## config.mk

```make
export PLATFORM = sky130hd
export DESIGN_NAME = ipu_top
export DESIGN_NICKNAME = d
export VERILOG_FILES = /design/src/design/ipu_pkg.sv /design/src/design/ipu_mult.sv /design/src/design/ipu_top.sv
export SDC_FILE = /design/constraint.sdc
export NUM_CORES = 2
export LEC_CHECK = 0
export BUFFER_PORTS_ARGS = -buffer_cell sky130_fd_sc_hd__buf_2
export CAP_MARGIN = 30
export CORE_MARGIN = 2
export CORE_UTILIZATION = 60
export CTS_CLUSTER_DIAMETER = 80
export CTS_CLUSTER_SIZE = 10
export DETAILED_ROUTE_END_ITERATION = 8
export GPL_TIMING_DRIVEN = 0
export PLACE_DENSITY = 0.88
export SKIP_CTS_REPAIR_TIMING = 1
export SYNTH_ARGS = -nofsm -noshare
export SYNTH_HDL_FRONTEND = slang
export SYNTH_SLANG_ARGS = --single-unit
```

## constraint.sdc

```tcl
create_clock -name mclk -period 13 [get_ports mclk]
set_input_delay 0.65 -clock mclk [delete_from_list [all_inputs] [get_ports mclk]]
set_output_delay 0.65 -clock mclk [all_outputs]
set_load 0.02 [all_outputs]
```

## src/design/ipu_pkg.sv

```systemverilog
// Purpose: shared constants and carriers for the integer product unit
// Assumes: 16-bit working registers, 40-bit accumulators
// Notes:   operation codes are local to this unit

package ipu_pkg;

   // ****************************************************************
   // widths and fixed register indices
   // ****************************************************************
   localparam int             WORD_W     = 16;
   localparam int             ACC_W      = 40;
   localparam int             REG_IDX_W  = 4;
   localparam int             LIT_W      = 5;
   localparam int             PROD_W     = 2 * WORD_W;
   localparam logic [3:0]     FIXED_LO   = 4'h2;
   localparam logic [3:0]     FIXED_HI   = 4'h3;
   localparam logic [3:0]     IDX_ONE    = 4'h1;
   localparam logic [1:0]     ACC_COUNT  = 2'h2;
   localparam logic [1:0]     SFR_EXTRA  = 2'h1;

   // ****************************************************************
   // destination forms
   // ****************************************************************
   typedef enum logic [1:0] {
      IPU_DST_PAIR   = 2'h0,
      IPU_DST_SINGLE = 2'h1,
      IPU_DST_ACC    = 2'h2,
      IPU_DST_FIXED  = 2'h3
   } ipu_dst_t;

   // ****************************************************************
   // issued operation and result carriers
   // ****************************************************************
   typedef struct packed {
      logic                  base_signed;
      logic                  src_signed;
      logic                  src_is_lit;
      ipu_dst_t              dst;
      logic [REG_IDX_W-1:0]  dst_idx;
      logic                  acc_sel;
      logic [WORD_W-1:0]     base_operand_reg;
      logic [WORD_W-1:0]     source_operand_reg;
      logic [LIT_W-1:0]      short_literal;
      logic                  file_is_sfr;
   } ipu_op_t;

   typedef struct packed {
      logic                  wr_lo;
      logic                  wr_hi;
      logic [REG_IDX_W-1:0]  idx_lo;
      logic [REG_IDX_W-1:0]  idx_hi;
      logic [WORD_W-1:0]     data_lo;
      logic [WORD_W-1:0]     data_hi;
      logic                  acc_wr;
      logic                  acc_sel;
      logic [ACC_W-1:0]      acc_data;
   } ipu_res_t;

endpackage : ipu_pkg

```

## src/design/ipu_mult.sv

```systemverilog
// Purpose: combinational 17x17 signed core for all sign modes
// Assumes: raw W-bit operands; the sign flags select zero or sign widening inside
// Notes:   one structure serves all four sign modes

`timescale 1ns/1ps
`default_nettype none

module ipu_mult #(
   parameter int W = ipu_pkg::WORD_W
) (
   input  wire logic [W-1:0]   a,
   input  wire logic           a_signed,
   input  wire logic [W-1:0]   b,
   input  wire logic           b_signed,
   output logic      [2*W-1:0] prod,
   output logic                prod_neg_ext
);
   logic signed [W:0]     a_x;
   logic signed [W:0]     b_x;
   logic signed [2*W+1:0] full;

   // widen by one bit so one signed multiplier covers every mode
   assign a_x          = {a_signed & a[W-1], a};
   assign b_x          = {b_signed & b[W-1], b};
   assign full         = a_x * b_x;
   assign prod         = full[2*W-1:0];
   assign prod_neg_ext = full[2*W+1];
endmodule : ipu_mult

`default_nettype wire

```

## src/design/ipu_top.sv

```systemverilog
// Purpose: integer product unit, one product per issued instruction
// Assumes: decoder supplies read operands and holds issue for one cycle
// Notes:   results leave as register writes from flip-flops
//
// Function
// - four sign modes; full product written to destination and next register
// - any sign-mode product may target a selected accumulator instead
// - unsigned 5-bit literal operand in SU and UU modes, pair or accumulator
// - single-word forms write one register, neighbour untouched, all modes
// - literal forms also offered with a single destination register
// - file operand times default register lands in fixed pair three:two
// - one word, one cycle per form; no status flag changes
// - reading a non-CPU special register costs one more cycle

`timescale 1ns/1ps
`default_nettype none

module ipu_top #(
   parameter int WORD_W = ipu_pkg::WORD_W,
   parameter int ACC_W  = ipu_pkg::ACC_W
) (
   input  wire logic            mclk,
   input  wire logic            rstn,
   input  wire logic            clk_en,
   input  wire logic            issue,
   input  wire ipu_pkg::ipu_op_t op,
   output logic                 busy,
   output logic                 done,
   output ipu_pkg::ipu_res_t    res
);

   // ****************************************************************
   // operand selection
   // ****************************************************************
   logic [WORD_W-1:0]   src_word;
   logic                src_sgn;
   logic [WORD_W:0]     src_live;
   logic [WORD_W:0]     src_held;
   logic [2*WORD_W-1:0] prod;
   logic                prod_neg;

   // literal is always unsigned, zero padded
   // one decode for the live and the replayed operation alike
   function automatic logic [WORD_W:0] pick_src(
      input ipu_pkg::ipu_op_t o
   );
      logic [WORD_W:0] s;
      if (o.src_is_lit) begin
         s = {1'b0, {(WORD_W-ipu_pkg::LIT_W){1'b0}}, o.short_literal};
      end else begin
         s = {o.src_signed, o.source_operand_reg};
      end
      return s;
   endfunction : pick_src

   assign src_live = pick_src(op);
   assign src_word = src_live[WORD_W-1:0];
   assign src_sgn  = src_live[WORD_W];

   // live multiplier shared by all forms; u_mult_held serves the stall replay
   ipu_mult #(
      .W (WORD_W)
   ) u_mult (
      .a            (op.base_operand_reg),
      .a_signed     (op.base_signed),
      .b            (src_word),
      .b_signed     (src_sgn),
      .prod         (prod),
      .prod_neg_ext (prod_neg)
   );

   // ****************************************************************
   // sequencing: one cycle, plus a stall for a non-CPU register read
   // ****************************************************************
   typedef enum logic [1:0] {
      IPU_ST_IDLE  = 2'b01,
      IPU_ST_STALL = 2'b10
   } ipu_state_t;

   // an issue seen during the stall is dropped without trace;
   // the decoder has to hold off until busy falls again
   // limitation: no port reports such a refused issue
   ipu_state_t       state_q;
   ipu_pkg::ipu_op_t held_q;
   logic             fire;
   ipu_pkg::ipu_op_t cur;

   // a stalled file operand is replayed from the held copy
   assign fire = (state_q == IPU_ST_IDLE) ? (issue && !op.file_is_sfr)
                                          : 1'b1;
   assign cur  = (state_q == IPU_ST_IDLE) ? op : held_q;

   always_ff @(posedge mclk or negedge rstn) begin
      if (!rstn) begin
         state_q <= IPU_ST_IDLE;
         busy    <= 1'b0;
      end else if (clk_en) begin
         case (state_q)
            IPU_ST_IDLE: begin
               if (issue && op.file_is_sfr) begin
                  state_q <= IPU_ST_STALL;
                  busy    <= 1'b1;
               end
            end
            IPU_ST_STALL: begin
               state_q <= IPU_ST_IDLE;
               busy    <= 1'b0;
            end
            default: begin
               state_q <= IPU_ST_IDLE;
               busy    <= 1'b0;
            end
         endcase
      end
   end

   // ****************************************************************
   // operand capture for the stall
   // ****************************************************************
   // captured on every take; only read while the stall replays
   always_ff @(posedge mclk or negedge rstn) begin
      if (!rstn) begin
         held_q <= '0;
      end else if (clk_en && state_q == IPU_ST_IDLE && issue) begin
         held_q <= op;
      end
   end

   // ****************************************************************
   // replayed product
   // ****************************************************************
   // a second multiplier costs area but keeps the operand mux off
   // the live multiply path
   logic [2*WORD_W-1:0] stall_prod;
   logic                stall_neg;

   // replay must decode a literal exactly as the live path does
   assign src_held = pick_src(held_q);

   ipu_mult #(
      .W (WORD_W)
   ) u_mult_held (
      .a            (held_q.base_operand_reg),
      .a_signed     (held_q.base_signed),
      .b            (src_held[WORD_W-1:0]),
      .b_signed     (src_held[WORD_W]),
      .prod         (stall_prod),
      .prod_neg_ext (stall_neg)
   );

   logic [2*WORD_W-1:0] use_prod;
   logic                use_neg;

   assign use_prod = (state_q == IPU_ST_IDLE) ? prod : stall_prod;
   assign use_neg  = (state_q == IPU_ST_IDLE) ? prod_neg : stall_neg;

   // ****************************************************************
   // result write-back
   // ****************************************************************
   function automatic ipu_pkg::ipu_res_t build_res(
      input ipu_pkg::ipu_op_t    o,
      input logic [2*WORD_W-1:0] p,
      input logic                neg
   );
      ipu_pkg::ipu_res_t r;
      r          = '0;
      r.data_lo  = p[WORD_W-1:0];
      r.data_hi  = p[2*WORD_W-1:WORD_W];
      r.idx_lo   = o.dst_idx;
      r.idx_hi   = o.dst_idx + ipu_pkg::IDX_ONE;
      r.acc_sel  = o.acc_sel;
      case (o.dst)
         ipu_pkg::IPU_DST_PAIR: begin
            r.wr_lo = 1'b1;
            r.wr_hi = 1'b1;
         end
         ipu_pkg::IPU_DST_SINGLE: begin
            r.wr_lo = 1'b1;
         end
         ipu_pkg::IPU_DST_ACC: begin
            r.acc_wr   = 1'b1;
            // extend by product sign, not by raw operand bits
            r.acc_data = {{(ACC_W-2*WORD_W){neg}}, p};
         end
         ipu_pkg::IPU_DST_FIXED: begin
            r.wr_lo  = 1'b1;
            r.wr_hi  = 1'b1;
            r.idx_lo = ipu_pkg::FIXED_LO;
            r.idx_hi = ipu_pkg::FIXED_HI;
         end
         default: begin
            r.wr_lo = 1'b0;
         end
      endcase
      return r;
   endfunction : build_res

   // single-destination literal forms share the IPU_DST_SINGLE path
   // no flag output exists at all
   // res cleared outside done so write ports need no extra qualifier
   always_ff @(posedge mclk or negedge rstn) begin
      if (!rstn) begin
         res  <= '0;
         done <= 1'b0;
      end else if (clk_en) begin
         done <= fire;
         if (fire) begin
            res <= build_res(cur, use_prod, use_neg);
         end else begin
            res <= '0;
         end
      end
   end

endmodule : ipu_top

`default_nettype wire

```

==> impl_metrics.py <==
metrics = {
    "status": {
        "status": "finished clean",
    },
    "floorplan": {
        "die_area_sq_um": 46500,
        "std_cell_rows": 77,
        "die_w_um": 216,
        "initial_core_util_pct": 60.8,
        "die_h_um": 216,
        "core_area_sq_um": 44200,
        "io_pins": 138,
    },
    "sta": {
        "max_slew_margin_pct": 25.9,
        "hold_viol_final": 0,
        "tns_ns": 0,
        "slew_viol_final": 0,
        "worst_pin_slew_ns": 1.11,
        "fmax_mhz": 104,
        "layout_min_cycle_time_ns": 9.63,
        "fin_crit_sh_pct": 74.1,
        "setup_viol": 0,
        "finalClockSkew_ns": 0.0162,
        "rsz0062_at_grt": "false",
    },
    "critical_path": {
        "cp.required_ns": 13.32,
        "crit_type": "register to register",
        "cp.arrival_ns": 9.95,
        "start_kind": "register",
        "worstSetupEndpointType": "register",
        "crit_top_cell": "fa_1",
        "cpPeakStageDelay_ns": 0.75,
        "path_max_fanout": 10,
        "crit_slowest_cell": "nor4_1",
    },
    "global_routing": {
        "grt.total_usage_pct": 35.3,
        "grt_pass1_vias": 23300,
        "grt.busiest_layer": "met2",
        "grt_pass1_wl_mm": 126,
        "antenna_found_initial": 1,
        "gr-usage-met2_pct": 56.6,
        "grt.overflow.total": 0,
        "grtUsageMet3_pct": 9.40,
        "grt_max_degree": 85,
        "use_met1_pct": 42.4,
    },
    "synth": {
        "netlist.area_leader.share_pct": 44.1,
        "synth-simple-area-share_pct": 15.9,
        "synthDistinctLibCells": 61,
        "ys_ff_latch": 127,
        "synth-compound-area-share_pct": 6.29,
        "synth-async-reset-ratio_pct": 100,
        "synth_nets": 3703,
        "synth.area.top_cells": "fa_1, dfrtp_1, inv_1, ha_1, nand2_1",
        "synth_top_family_by_area": "adder cells",
        "ys.warnings.count": 0,
        "synthMuxAreaShare_pct": 0.846,
        "syn_area_per_cell_sq_um": 9.32,
        "syn-cell-area_sq_um": 26900,
        "ys.flop_type": "dfrtp_1",
        "synth.largest_area_cell": "fa_1",
        "synth_xor_xnor_area_share_pct": 2.31,
        "synthAdderAreaFrac_pct": 52.1,
        "syn-instance-count": 2885,
        "yosysSeqAreaShare_pct": 11.8,
        "synth-edff-count": 0,
    },
    "clock_network": {
        "worstSkewPairLatency_ns": 0.44,
        "path_clk_slew_ns": 0.07,
        "clock_tree.buffer_depth": 2,
        "cts_tree": "yes",
        "cts_buffers": 17,
        "clock_sinks": 127,
        "cts_max_level": 4,
        "cts_root_buffer": "clkbuf_16",
    },
    "min_path": {
        "hold_class": "input pin to async pin",
    },
    "layout": {
        "final_area_sq_um": 29000,
        "n_fill_cell": 3309,
        "final_cell_mix": "inv_1, fa_1, nand2_1",
        "synthToLayoutAreaGrowth_pct": 7.63,
        "nNetsFinal": 3858,
        "layout-drive-gt1-share_pct": 6.52,
        "final_common_cell": "inv_1",
    },
    "placement": {
        "portBuffers": 132,
        "dp_hpwl_mm": 64.0,
        "placed_area_sq_um": 28400,
        "gp_congestion": 1.01,
    },
    "route": {
        "vias_per_cell": 5.81,
        "first_iter_violations": 2053,
        "vias": 21200,
        "wl_mm": 78.2,
        "drc": 0,
        "route.antenna.remaining_nets": 0,
        "routedWlPerCell_um": 21.4,
        "drt-pass1-iter-count": 6,
    },
    "run": {
        "drv_cap": 0,
    },
}
final cells by class:
cell class	instances	area, sq um	area share [%]
multi-input combinational	1998	20800	72.0
sequential	127	3180	11.0
tap	592	741	2.56
antenna	2	5.00	0.0173
inverter	628	2360	8.14
clock inverter	15	165	0.570
buffer	132	523	1.81
timing repair buffer	136	717	2.48
clock buffer	17	425	1.47
final timing paths:
path	end	cells past startpoint	from	slack [ns]
setup / recovery	res[56]	25	held_q[45]	3.37
setup reg to reg	res[56]	25	held_q[45]	3.37
min in group mclk	state_q[0]	2	op[0]	0.38
hold / removal	res[81]	1	rstn	0.13
hold reg to reg	held_q[17]	2	held_q[17]	0.47
max in group asynchronous	held_q[25]	2	rstn	12.09
stage by stage:
step,std cells,hold slack [ns],setup slack (ns),utilization [%]
floorplan,2885,0.354,5.86,-
global placement,3609,0.449,3.80,64.0
detailed placement,3613,0.454,3.87,64.1
CTS,3645,0.135,3.70,65.5
global route,3645,0.158,3.23,65.5
finish,3647,0.126,3.37,65.5
per-layer routing:
layer	vias up	wire length, um
met5	-	13
met4	2	6060
met3	381	8480
met2	1268	36700
met1	10600	27000
li1	8897	-
sequential cells by signal (all words and copies together) (netlist names):
register / count
busy: 1
done: 1
held_q: 47
res: 77
state_q: 1
synth_stat cells (6+ instances only):
cell type  instances
ha_1             174
o21ai_0           17
fa_1             592
clkbuf_1         116
o21ai_1           25
dfrtp_1          126
or2_2             10
mux2i_1           16
a21o_1            18
buf_4              7
a21oi_1           54
nand3_1           11
nor3_1             7
o2bb2ai_1         63
and3_1             8
nand2b_1          12
nor2_1            68
nand2_1          464
mux2_2             6
nor2b_1           90
inv_1            627
buf_1              8
a31oi_1            7
and2_1           211
or3_1              8
o21bai_1           6
xnor2_1           55
xor2_1            16
cells by family (layout without fill, tap and decap cells):
kind of cell	count (synthesis)	in the layout
flip-flops	127	127
adder cells (fa/ha/maj)	766	766
multiplexers	22	22
AO/OA/AOI/OAI	241	241
XOR/XNOR	71	71
AND/OR/NAND/NOR	898	898
buffers and inverters	760	928
other	0	2
critical path, delay by kind of cell (launching register included):
family / cells / cell delay (ns)
AND/OR/NAND/NOR: 4 / 2.16
adder cells (fa/ha/maj): 7 / 3.33
AO/OA/AOI/OAI: 8 / 1.76
flip-flops: 1 / 0.37
XOR/XNOR: 1 / 0.73
buffers and inverters: 5 / 1.15
Power is not shown: default switching activity piles up to over one toggle a cycle in this logic, so the estimate is an artifact.
